File: src/hw/ttw_defs.svh
`ifndef TTW_DEFS_SVH
`define TTW_DEFS_SVH

// Register byte offsets
`define TTW_OFS_CONFIG   8'h00
`define TTW_OFS_PRESCALE 8'h04
`define TTW_OFS_PERIOD   8'h08
`define TTW_OFS_CSR      8'h0C
`define TTW_OFS_WDCOUNT  8'h10
`define TTW_OFS_WDKEY    8'h14

// Configuration bit positions
`define TTW_CFG_LOCK_CFG 0
`define TTW_CFG_LOCK_PRE 1
`define TTW_CFG_LOCK_TCK 2
`define TTW_CFG_LOCK_WD  3
`define TTW_CFG_CLK_SEL  4
`define TTW_CFG_KEY_EN   5

// Control/status bit positions
`define TTW_CSR_RESTART 0
`define TTW_CSR_TC      1
`define TTW_CSR_IRQ_EN  2

// Reset values and constants
`define TTW_CFG_RST    6'h00
`define TTW_PRE_RST    3'h0
`define TTW_PERIOD_RST 16'hFFFF
`define TTW_WDOG_RELOAD_COUNT_RST  8'h0F
`define TTW_SVC_KEY    8'h5C
`endif

File: src/hw/ttw_pkg.sv
package ttw_pkg;
  // Power mode of the surrounding device
  typedef enum logic [1:0] {
    TTW_ACTIVE = 2'h0,
    TTW_IDLE   = 2'h1,
    TTW_PSAVE  = 2'h2,
    TTW_HALT   = 2'h3
  } ttw_pmode_t;

  // Watchdog run state
  typedef enum logic [1:0] {
    TTW_WD_OFF = 2'h1,
    TTW_WD_RUN = 2'h2
  } ttw_wd_state_t;
endpackage

File: src/hw/ttw_core.sv
// The implementer's own choices: the APB slave port and the register offsets.
`timescale 1ns/100ps
`include "ttw_defs.svh"
module ttw_core (
  // Clock and reset
  input  wire logic             core_clk,
  input  wire logic             srst,
  // APB slave
  input  wire logic [7:0]       paddr,
  input  wire logic             psel,
  input  wire logic             penable,
  input  wire logic             pwrite,
  input  wire logic [31:0]      pwdata,
  output logic      [31:0]      prdata,
  output logic                  pready,
  output logic                  pslverr,
  // Device side
  input  wire logic             low_speed_clock,
  input  wire ttw_pkg::ttw_pmode_t pwr_mode,
  output logic                  tick_out_pulse,
  output logic                  tick_irq,
  output logic                  wdog_reset_req
);
  import ttw_pkg::*;

  // Overview of the block
  // All slow activity is derived from the synchronised slow clock pin.
  // The pin passes two flip-flops; a third one gives a rising-edge pulse.
  // That pulse is one core cycle wide and marks one slow clock edge.
  // The slow clock must stay well below a quarter of the core clock.
  // Otherwise slow edges are lost and every period stretches.
  //
  // Prescaler
  // A free running five bit counter advances on each slow edge.
  // The divider code selects how many low bits must all be set.
  // Code 0 passes every slow edge, code 5 every thirty-second one.
  // Codes 6 and 7 behave as code 5; they are not meant to be used.
  // A change of code takes effect at once, so one period may be short.
  //
  // Tick timer
  // The sixteen bit count moves only on a tick-in edge.
  // At zero, or with restart pending, it loads the preset instead.
  // A new count of zero raises the tick output until the next edge.
  // The same edge sets the terminal flag and may pulse the interrupt.
  // A preset written while counting is used at the next reload only.
  // A preset of zero gives a zero event on every tick-in edge.
  //
  // Restart bit
  // A written one stays pending until the next tick-in edge.
  // That edge reloads the count and clears the pending bit.
  // A write in the very cycle of an edge waits for the following one.
  //
  // Terminal flag
  // Set by a zero event, cleared by a status read.
  // When both fall in one cycle the set wins, so no event is lost.
  // The read still returns the old value, taken before the clear.
  //
  // Watchdog clock
  // Either every tick-in edge or every zero event of the timer.
  // The choice is one sticky bit, so it cannot be undone by software.
  //
  // Watchdog start
  // The watchdog stays off after reset and raises no error then.
  // A count write starts it; a correct key write starts it too.
  // A key write with key service disabled is ignored entirely.
  // Once running only a reset stops it.
  //
  // Watchdog service
  // Plain mode: a count write reloads the counter with its data.
  // Key mode: the key value reloads the stored count value.
  // Key mode: any other key value is an error at once.
  // In key mode a count write reloads but is not counted as service.
  //
  // Watchdog errors
  // Late: a watchdog clock arrives with the counter at zero.
  // Often: a second service before the next watchdog clock.
  // A service in the cycle of a watchdog clock opens the new period.
  // After a late error the counter stays at zero.
  // Errors then repeat on every watchdog clock until a reload or reset.
  // Each error is a single cycle request on the reset output.
  //
  // Register access
  // Every transfer has exactly one wait state.
  // Read data and the error flag stand only with pready.
  // Unmapped addresses answer with an error and read zero.
  // Outside active mode only the key register is reachable.
  // A locked register ignores writes and reads back zero.
  // Write-only registers read back zero as well.
  //
  // Configuration register
  // Every bit is set by writing one and cleared only by reset.
  // Bits 0 to 3 lock registers; bit 0 also locks itself.
  // Bit 4 selects the watchdog clock, bit 5 enables key service.
  //
  // Power modes
  // Idle and power save keep every counter running.
  // Halt masks the slow edge, so all counters freeze in place.
  // Leaving halt resumes from the frozen state without a jump.
  // The synchroniser keeps running so no stale edge is replayed.
  //
  // Software hints
  // After a restart or a count write allow a few slow periods
  // before power save, or the write may not have settled yet.
  //
  // Outputs
  // Every output comes straight from a flip-flop of this clock.

  // Prescaler mask for a divider code
  function automatic logic [4:0] div_mask(input logic [2:0] code);
    case (code)
      3'h0:    div_mask = 5'h00;
      3'h1:    div_mask = 5'h01;
      3'h2:    div_mask = 5'h03;
      3'h3:    div_mask = 5'h07;
      3'h4:    div_mask = 5'h0F;
      default: div_mask = 5'h1F;
    endcase
  endfunction

  // Address compare
  function automatic logic is_ofs(input logic [7:0] a,
                                  input logic [7:0] o);
    is_ofs = (a == o);
  endfunction

  logic          ls_s1_reg;
  logic          ls_s2_reg;
  logic          ls_s3_reg;
  logic          pready_reg;
  logic          pslverr_reg;
  logic [31:0]   prdata_reg;
  logic [5:0]    cfg_reg;
  logic [2:0]    div_code_reg;
  logic [15:0]   preset_reg;
  logic          irq_en_reg;
  logic          restart_reg;
  logic          tc_reg;
  logic [4:0]    pre_cnt_reg;
  logic [15:0]   count_reg;
  logic          tick_out_reg;
  logic          tick_irq_reg;
  logic [7:0]    wdog_reload_count_reg;
  logic [7:0]    wd_cnt_reg;
  ttw_wd_state_t wd_state_reg;
  logic          svc_seen_reg;
  logic          wd_err_reg;

  // Slow clock synchroniser and edge detect
  always_ff @(posedge core_clk) begin
    if (srst) begin
      ls_s1_reg <= 1'b0;
      ls_s2_reg <= 1'b0;
      ls_s3_reg <= 1'b0;
    end else begin
      ls_s1_reg <= low_speed_clock;
      ls_s2_reg <= ls_s1_reg;
      ls_s3_reg <= ls_s2_reg;
    end
  end

  // Power mode decode; halt stops every slow event
  wire halted    = (pwr_mode == TTW_HALT);
  wire active    = (pwr_mode == TTW_ACTIVE);
  wire slow_rise = ls_s2_reg & ~ls_s3_reg & ~halted;

  // APB phases
  wire access   = psel & penable;
  wire first_ac = access & ~pready_reg;
  wire commit   = access & pready_reg;
  wire wr       = commit & pwrite;

  // Address decode
  wire sel_cfg  = is_ofs(paddr, `TTW_OFS_CONFIG);
  wire sel_pre  = is_ofs(paddr, `TTW_OFS_PRESCALE);
  wire sel_per  = is_ofs(paddr, `TTW_OFS_PERIOD);
  wire sel_csr  = is_ofs(paddr, `TTW_OFS_CSR);
  wire sel_wdc  = is_ofs(paddr, `TTW_OFS_WDCOUNT);
  wire sel_key  = is_ofs(paddr, `TTW_OFS_WDKEY);
  wire mapped   = sel_cfg | sel_pre | sel_per | sel_csr | sel_wdc
                | sel_key;

  // Mode and lock gating
  wire allowed  = sel_key | (mapped & active);
  wire lk_cfg   = cfg_reg[`TTW_CFG_LOCK_CFG];
  wire lk_pre   = cfg_reg[`TTW_CFG_LOCK_PRE];
  wire lk_tck   = cfg_reg[`TTW_CFG_LOCK_TCK];
  wire lk_wd    = cfg_reg[`TTW_CFG_LOCK_WD];
  wire blocked  = (sel_cfg & lk_cfg) | (sel_pre & lk_pre)
                | ((sel_per | sel_csr) & lk_tck)
                | (sel_wdc & lk_wd);
  wire ok       = allowed & ~blocked;

  // Write strobes
  wire we_cfg   = wr & sel_cfg & ok;
  wire we_pre   = wr & sel_pre & ok;
  wire we_per   = wr & sel_per & ok;
  wire we_csr   = wr & sel_csr & ok;
  wire we_wdc   = wr & sel_wdc & ok;
  wire we_key   = wr & sel_key & ok;
  wire rd_csr   = first_ac & ~pwrite & sel_csr & ok;

  // Read selection; locked or write-only reads give zero
  wire [31:0] rd_value =
      ~ok     ? 32'h0000_0000 :
      sel_cfg ? {26'h000_0000, cfg_reg} :
      sel_pre ? {29'h0000_0000, div_code_reg} :
      sel_per ? {16'h0000, preset_reg} :
      sel_csr ? {29'h0000_0000, irq_en_reg, tc_reg, restart_reg} :
                32'h0000_0000;

  // Bus answer one cycle into the access phase
  always_ff @(posedge core_clk) begin
    if (srst) begin
      pready_reg  <= 1'b0;
      pslverr_reg <= 1'b0;
      prdata_reg  <= 32'h0000_0000;
    end else begin
      pready_reg  <= first_ac;
      pslverr_reg <= first_ac & ~allowed;
      prdata_reg  <= (first_ac & ~pwrite) ? rd_value : 32'h0000_0000;
    end
  end

  // Sticky configuration bits
  always_ff @(posedge core_clk) begin
    if (srst) begin
      cfg_reg <= `TTW_CFG_RST;
    end else if (we_cfg) begin
      cfg_reg <= cfg_reg | pwdata[5:0];
    end
  end

  // Prescaler code and timer preset
  always_ff @(posedge core_clk) begin
    if (srst) begin
      div_code_reg <= `TTW_PRE_RST;
      preset_reg   <= `TTW_PERIOD_RST;
    end else begin
      if (we_pre) begin
        div_code_reg <= pwdata[2:0];
      end
      if (we_per) begin
        preset_reg <= pwdata[15:0];
      end
    end
  end

  // Prescaler: tick-in edge every 2^code slow edges, every 32 for codes 5 to 7
  wire [4:0] pmask       = div_mask(div_code_reg);
  wire       tick_in_rise = slow_rise & ((pre_cnt_reg & pmask) == pmask);

  always_ff @(posedge core_clk) begin
    if (srst) begin
      pre_cnt_reg <= 5'h00;
    end else if (slow_rise) begin
      pre_cnt_reg <= 5'(pre_cnt_reg + 5'h01);
    end
  end

  // Timer next count and zero event
  wire        t_reload  = restart_reg | (count_reg == 16'h0000);
  wire [15:0] t_next    = t_reload ? preset_reg
                                   : 16'(count_reg - 16'h0001);
  wire        tick_zero = tick_in_rise & (t_next == 16'h0000);

  // Tick timer and tick-out pulse
  always_ff @(posedge core_clk) begin
    if (srst) begin
      count_reg    <= `TTW_PERIOD_RST;
      tick_out_reg <= 1'b0;
    end else if (tick_in_rise) begin
      count_reg    <= t_next;
      tick_out_reg <= (t_next == 16'h0000);
    end
  end

  // Control/status: set of the flag wins over read clear
  always_ff @(posedge core_clk) begin
    if (srst) begin
      irq_en_reg   <= 1'b0;
      restart_reg  <= 1'b0;
      tc_reg       <= 1'b0;
      tick_irq_reg <= 1'b0;
    end else begin
      if (we_csr) begin
        irq_en_reg <= pwdata[`TTW_CSR_IRQ_EN];
      end
      restart_reg  <= (we_csr & pwdata[`TTW_CSR_RESTART])
                    | (restart_reg & ~tick_in_rise);
      tc_reg       <= tick_zero | (tc_reg & ~rd_csr);
      tick_irq_reg <= tick_zero & irq_en_reg;
    end
  end

  // Watchdog clock and service decode
  wire wd_sel  = cfg_reg[`TTW_CFG_CLK_SEL];
  wire key_en  = cfg_reg[`TTW_CFG_KEY_EN];
  wire wd_clk  = wd_sel ? tick_in_rise : tick_zero;
  wire key_ok  = (pwdata[7:0] == `TTW_SVC_KEY);
  wire key_hit = we_key & key_en & key_ok;
  wire key_bad = we_key & key_en & ~key_ok;
  wire service = (we_wdc & ~key_en) | key_hit;
  wire reload  = we_wdc | key_hit;
  wire running = (wd_state_reg == TTW_WD_RUN);

  // Error causes, only while running
  wire late    = wd_clk & (wd_cnt_reg == 8'h00) & ~reload;
  wire often   = service & svc_seen_reg & ~wd_clk;
  wire wd_err  = running & (late | often | key_bad);

  // Watchdog start state
  always_ff @(posedge core_clk) begin
    if (srst) begin
      wd_state_reg <= TTW_WD_OFF;
    end else begin
      case (wd_state_reg)
        TTW_WD_OFF: begin
          if (reload) begin
            wd_state_reg <= TTW_WD_RUN;
          end
        end
        TTW_WD_RUN: wd_state_reg <= TTW_WD_RUN;
        default:    wd_state_reg <= TTW_WD_OFF;
      endcase
    end
  end

  // Stored count value
  always_ff @(posedge core_clk) begin
    if (srst) begin
      wdog_reload_count_reg <= `TTW_WDOG_RELOAD_COUNT_RST;
    end else if (we_wdc) begin
      wdog_reload_count_reg <= pwdata[7:0];
    end
  end

  // Watchdog counter; a reload wins over a decrement
  always_ff @(posedge core_clk) begin
    if (srst) begin
      wd_cnt_reg <= `TTW_WDOG_RELOAD_COUNT_RST;
    end else if (we_wdc) begin
      wd_cnt_reg <= pwdata[7:0];
    end else if (key_hit) begin
      wd_cnt_reg <= wdog_reload_count_reg;
    end else if (running & wd_clk & (wd_cnt_reg != 8'h00)) begin
      wd_cnt_reg <= 8'(wd_cnt_reg - 8'h01);
    end
  end

  // Service seen in current watchdog cycle; error pulse
  always_ff @(posedge core_clk) begin
    if (srst) begin
      svc_seen_reg <= 1'b0;
      wd_err_reg   <= 1'b0;
    end else begin
      svc_seen_reg <= service | (svc_seen_reg & ~wd_clk);
      wd_err_reg   <= wd_err;
    end
  end

  // Outputs
  assign prdata         = prdata_reg;
  assign pready         = pready_reg;
  assign pslverr        = pslverr_reg;
  assign tick_out_pulse = tick_out_reg;
  assign tick_irq       = tick_irq_reg;
  assign wdog_reset_req = wd_err_reg;
endmodule

File: config.mk
export PLATFORM = sky130hd
export DESIGN_NAME = ttw_core
export DESIGN_NICKNAME = d
export VERILOG_FILES = /design/src/hw/ttw_pkg.sv /design/src/hw/ttw_core.sv
export VERILOG_INCLUDE_DIRS = /design/src /design/src/hw
export SDC_FILE = /design/constraint.sdc
export NUM_CORES = 1
export LEC_CHECK = 0
export CAP_MARGIN = 30
export CORE_ASPECT_RATIO = 0.8
export CORE_MARGIN = 3
export CORE_UTILIZATION = 40
export DETAILED_ROUTE_END_ITERATION = 7
export DONT_BUFFER_PORTS = 1
export GPL_TIMING_DRIVEN = 0
export MAX_ROUTING_LAYER = met4
export SLEW_MARGIN = 30
export SYNTH_ARGS = -nofsm -noshare
export SYNTH_HDL_FRONTEND = slang
export SYNTH_SLANG_ARGS = --single-unit
File: constraint.sdc
create_clock -name core_clk -period 8.45 [get_ports core_clk]
set_clock_uncertainty 0.15 [all_clocks]
set_input_delay 0.845 -clock core_clk [delete_from_list [all_inputs] [get_ports core_clk]]
set_output_delay 0.845 -clock core_clk [all_outputs]
set_load 0.1 [all_outputs]
Word-level counts from Yosys, hierarchy flattened
Index checks and enable logic that the tools add are counted.
- add/subtract/negate cells: 3
- multiply operators: 0
- divide/modulo/power cells: 0
- $lt $le $gt $ge: 0
- equal/unequal tests: 15
- shift operators: 0
- multiplexer cells: 12
- bitwise logic cells: 80
- reduce and logical (&&, ||, !) cells: 11
- operator list (operator ; count):
    1-bit AND ; 46
    16-bit zero test ; 2
    16-bit 2-to-1 mux ; 2
    5-bit one-hot mux with 5 select lines ; 1
    8-bit 2-to-1 mux ; 3
    1-bit bitwise OR ; 18
    8-bit by 4-bit equality test with 1-bit output, second input constant ; 2
    8-bit by 5-bit equality test with 1-bit output, second input constant ; 2
    8-bit zero test ; 2
    16-bit by 1-bit subtractor with 16-bit output, second input constant ; 1
    1-bit inverter ; 14
    6-bit 2-to-1 mux ; 2
    8-bit by 3-bit equality test with 1-bit output, second input constant ; 1
    8-bit by 7-bit equality test with 1-bit output, second input constant ; 1
    8-bit nonzero test ; 1
    8-bit by 1-bit subtractor with 8-bit output, second input constant ; 1
    3-bit by 2-bit equality test with 1-bit output, second input constant ; 2
    6-bit bitwise OR ; 1
    6-bit OR reduction ; 1
    5-bit by 1-bit adder with 5-bit output, second input constant ; 1
    5-bit AND ; 1
    5-bit equality test ; 1
    5-bit OR reduction ; 1
    2-bit equality test, second input constant ; 2
    12 further kinds ; 12
- register bits: 108
- bits in latches: 0
- bits in writable memories: 0
- ROM bits: 0
- input port bits: 48
- logic and storage cells: 144
- memories kept: 0

Longest topological paths before layout
- depth in word-level cells: 18
- depth in mapped cells: 12
- gate-level depth less buffers: 9

Least setup slack after synthesis
No wires, ideal clock.
- path type: input to register
- start: input port paddr[1]
- end: register preset_reg[10]
- library setup time: 0.120 ns
- arrival time: 2.782 ns
- path slack: 5.398 ns
- stages on the path: 9
- path buffers: 2
- cells stage by stage: or4_1 -> a21oi_1 -> nand4_1 -> or2_2 -> clkbuf_1 -> nor2_2 -> buf_2 -> nor2b_1 -> a211o_1
- word-level cells in the longest chain between the ends: 10
- elaborated cells between the ends (all ways): 25
- those cells by class: eq/ne: 5; bitwise: 19; reduce/logical: 1
- ends and longest elaborated chain (item ; line ; text):
    start: declaration ; ttw_core.sv:9 ; input wire logic [7:0] paddr,
    8-bit by 3-bit equality test with 1-bit output or 8-bit zero test (tied branches) ; ttw_core.sv:123 ; is_ofs = (a == o);
    1-bit bitwise OR (4 in series) ; ttw_core.sv:179 ; wire mapped = sel_cfg | sel_pre | sel_per | sel_csr | sel_wdc
    1-bit bitwise OR ; ttw_core.sv:180 ; | sel_key;
    1-bit AND ; ttw_core.sv:183 ; wire allowed = sel_key | (mapped & active);
    1-bit bitwise OR ; ttw_core.sv:183 ;
    1-bit AND ; ttw_core.sv:191 ; wire ok = allowed & ~blocked;
    1-bit AND (*) ; ttw_core.sv:196 ; wire we_per = wr & sel_per & ok;
    end signal: assignment ; ttw_core.sv:237 ; preset_reg <= `TTW_PERIOD_RST;
    end signal: assignment ; ttw_core.sv:243 ; preset_reg <= pwdata[15:0];
    end: declaration ; ttw_core.sv:134 ; logic [15:0] preset_reg;
Mark *: on every way between the ends. The rest lies on a longest branch, timed or not.
A chain may end at the register's enable or synchronous reset.

Worst setup path after layout
- start: register count_reg[0]
- end: register wd_err_reg (netlist: wdog_reset_req)
- word-level cells in the longest chain between the ends: 11
- elaborated cells between the ends (all ways): 14
- those cells by class: add/sub: 1; mux: 2; bitwise: 9; reduce/logical: 2
- ends and longest elaborated chain (item ; line ; text):
    start: declaration ; ttw_core.sv:139 ; logic [15:0] count_reg;
    start signal: assignment ; ttw_core.sv:269 ; count_reg <= `TTW_PERIOD_RST;
    start signal: assignment ; ttw_core.sv:272 ; count_reg <= t_next;
    parallel branches: the longest is 2 deep, another holds 16-bit by 1-bit subtractor with 16-bit output ; - ;
    16-bit 2-to-1 mux (*) ; ttw_core.sv:262 ; wire [15:0] t_next = t_reload ? preset_reg
    16-bit zero test (*) ; ttw_core.sv:264 ; wire tick_zero = tick_in_rise & (t_next == 16'h0000);
    1-bit AND (*) ; ttw_core.sv:264 ;
    1-bit 2-to-1 mux (*) ; ttw_core.sv:298 ; wire wd_clk = wd_sel ? tick_in_rise : tick_zero;
    1-bit AND or 1-bit inverter (tied branches) ; ttw_core.sv:307, ttw_core.sv:308 ;
    1-bit AND (on tied branches) ; ttw_core.sv:307, ttw_core.sv:308 ;
    1-bit bitwise OR (*) (2 in series) ; ttw_core.sv:309 ; wire wd_err = running & (late | often | key_bad);
    1-bit AND (*) ; ttw_core.sv:309 ;
    end signal: assignment ; ttw_core.sv:357 ; wd_err_reg <= wd_err;
    end: declaration ; ttw_core.sv:146 ; logic wd_err_reg;
Mark *: on every way between the ends.

==> impl_results.md <==
- Layout cells sized above 1: approximately 11%
- Buf/Inv on CP: 3
- Crit-path max FO: 10
- Syn Std Cell Area: 4750 sq um
- Final WL: 13520 um
- Area after DPL: 4986 sq um
- Worst-case vdd ir drop: 0.08450 mV
- Setup bufs post-CTS: 0
- Syn_area_per_cell: about 8.4 sq um
- Worst-margin pin slew: about 1000 ps
- Main synth FF type: dfxtp_1
- Core Footprint: between 10000 and 15000 sq um
- Crit Path Category: flip-flop to flip-flop
- Endpoints failing hold: 0
- Die area: ~13000 sq um
- Clock Tree Root: clkbuf_16
- Worst rel slew slack: about a third
- RSZ-0062 raised after global routing: false
- Fin cells: ~740
- Post-Syn Instances: ~560
- Placer Congestion: roughly 0.91
- Area Growth Syn to Fin: 11.35%
- Number of max-cap violations: 0
- Vias/cell: about 5.8
- Die width: approximately 130 um
- CTS Hold Bufs: 0
- Worst skew pair latency: 350 ps
- Pin count of the biggest net entering global routing: 15
- Max frequency: 301.1 MHz
- H-tree depth: 3
- CP delay by family, top: compound AO/OA/AOI/OAI gates
- Status: finished, final reports clean
- CP endpoint kind: flip-flop
- Share of flip-flops with an asynchronous set or reset: 0%
- Bufs on Longest Clock Path: 2
- Fin Setup TNS: 0 ps
- Pwr Density: roughly 180 nW/um^2
- Post-layout nets: around 640
- Yosys cell types: approximately 70
- DRT Pass-1 Iters: 5
- CP required: 8540 ps
- Min Tclk post-route: approximately 3300 ps
- Post-synth EDFFs: 0
- Sequential fraction of the synthesis area: between 30% and 40%
- Total gr overflow: 0
- Critical path's slowest cell: nor3b_2
- Min-delay worst type: flip-flop to flip-flop
- Post-CTS sizing: 0
- Layout Utilization: a little under half
- IO buf count: 0
- Most frequent CP cell: buf_2
- CP max stage delay: about 420 ps
- Critical path, cell by cell: buf_2 -> inv_1 -> ha_1 -> nor3b_2 -> buf_2 -> nand4_1 -> o211ai_1 -> o2111a_2 -> nand4_4 -> a211o_1 -> a311oi_1
- Total GRT Usage: between 20% and 30%
- Final Setup Violations: 0
- DP HPWL: ~9900 um
- Initial Utilization: ~42%
- CP arrival: ~3400 ps
- Clock buffer count from CTS: 9
- Final instance area: approximately 5300 sq um
- Drt wl/cell: between 15 and 20 um
- Inst Count DP: slightly above 700
- Vias in the first global route: about 4000
- Boundary Pins: 85
- Ant diodes: 0
- Clock sink count: a little over 90
- Final Max Slew Viols: 0
- Row cnt: 34
- Crit start category: flip-flop
- Global-route wire length before repair: about 21000 um
- Most frequent cells in the layout: 91 x dfxtp_1, 61 x nor2_1, 47 x nand2_1
- Post-route DRC violation count: 0
- Synth Register Bits: 92
- Initial antenna violation count: 0
- YS warnings: 0
- CTS tree: done
- Commonest non-fill, non-tap cell in the layout: dfxtp_1
- Detailed Route Iter0 Violations: about 360
- Antenna Nets Post-Route: 0
- Fin crit share: around two fifths
- Leakage: 0.001905 uW
- Via count: roughly 4300
- Worst-path clk slew: about 60 ps
- Die Ht: 103.5 um
kinds of logic after synthesis:
group                    synth area share [%]
AO/OA/AOI/OAI                           21.42
flip-flops                              38.78
AND/OR/NAND/NOR                         26.92
multiplexers                            2.160
other                                 0.07895
buffers and inverters                   7.113
XOR/XNOR                                2.213
adder cells (fa/ha/maj)                 1.317
power by group:
part           switching (uW)  internal (uW)  total [uW]
sequential               7.53            440         448
clock                     168            238         406
combinational            58.1           19.7        77.8
worst paths after layout:
kind	startpoint	endpoint	slack (ps)	depth (start not counted)
max	count_reg[0]	wdog_reset_req	5130	11
min	ls_s1_reg	ls_s2_reg	300	1
max reg2reg	count_reg[0]	wdog_reset_req	5130	11
min reg2reg	ls_s1_reg	ls_s2_reg	300	1
worst reg2reg max path: stages, from the launching register on:
cell and delay (ps):
dfxtp_1 320, buf_2 170, inv_1 70, ha_1 240, nor3b_2 420, buf_2 320
nand4_1 110, o211ai_1 330, o2111a_2 310, nand4_4 170, a211o_1 300, a311oi_1 300
cell type report:
cell class              instances  area (sq um)
inverters                      15         56.30
clock buffers                  13         250.2
plain buffers                  52         281.5
clock inverters                 3         46.29
fillers                      1114          5942
multi-input cells             419          2631
flip-flops and latches         92          1843
well taps                     144         180.2
stage by stage:
step                setup slack [ps]  power (uW)  hold WS (ps)
finish                          5129       931.6         295.9
global route                    4979       963.7         326.9
CTS                             5122       938.7         295.9
detailed placement              4945       534.9         286.4
global placement                4984       532.2         276.2
floorplan                       5398       522.5         263.8
per-layer routing:
| layer | GRT usage [%] | part of all wire (%) | wire (um) | vias to the layer above |
|---|---|---|---|---|
| met2 | 29.57 | 41 | 5539 | 183 |
| met5 | - | 0 | 0 | - |
| met4 | 5.710 | 1.6 | 212 | 0 |
| met3 | 5.339 | 8.7 | 1172 | 23 |
| li1 | - | - | - | 2039 |
| met1 | 30.74 | 49 | 6593 | 2045 |
synth_stat cells, drive strengths merged (6+ instances only):
library cell | count | area [sq um]
dfxtp | 92 | 1842
nor2 | 63 | 241.5
nand2 | 47 | 176.4
a21oi | 36 | 180.2
buf | 29 | 195.2
a211o | 23 | 201.4
clkbuf | 23 | 86.33
nor2b | 23 | 143.9
nor3 | 17 | 85.08
o21ai | 16 | 80.07
inv | 15 | 56.30
nand2b | 15 | 93.84
nand4 | 15 | 108.9
and2 | 12 | 75.07
nor4 | 9 | 77.57
mux2i | 8 | 80.08
o22ai | 8 | 50.05
a211oi | 7 | 52.55
xor2 | 7 | 61.31
a22oi | 6 | 45.04
o211ai | 6 | 45.04
or3 | 6 | 37.54
Note: power is estimated with default switching activity, not from simulation.
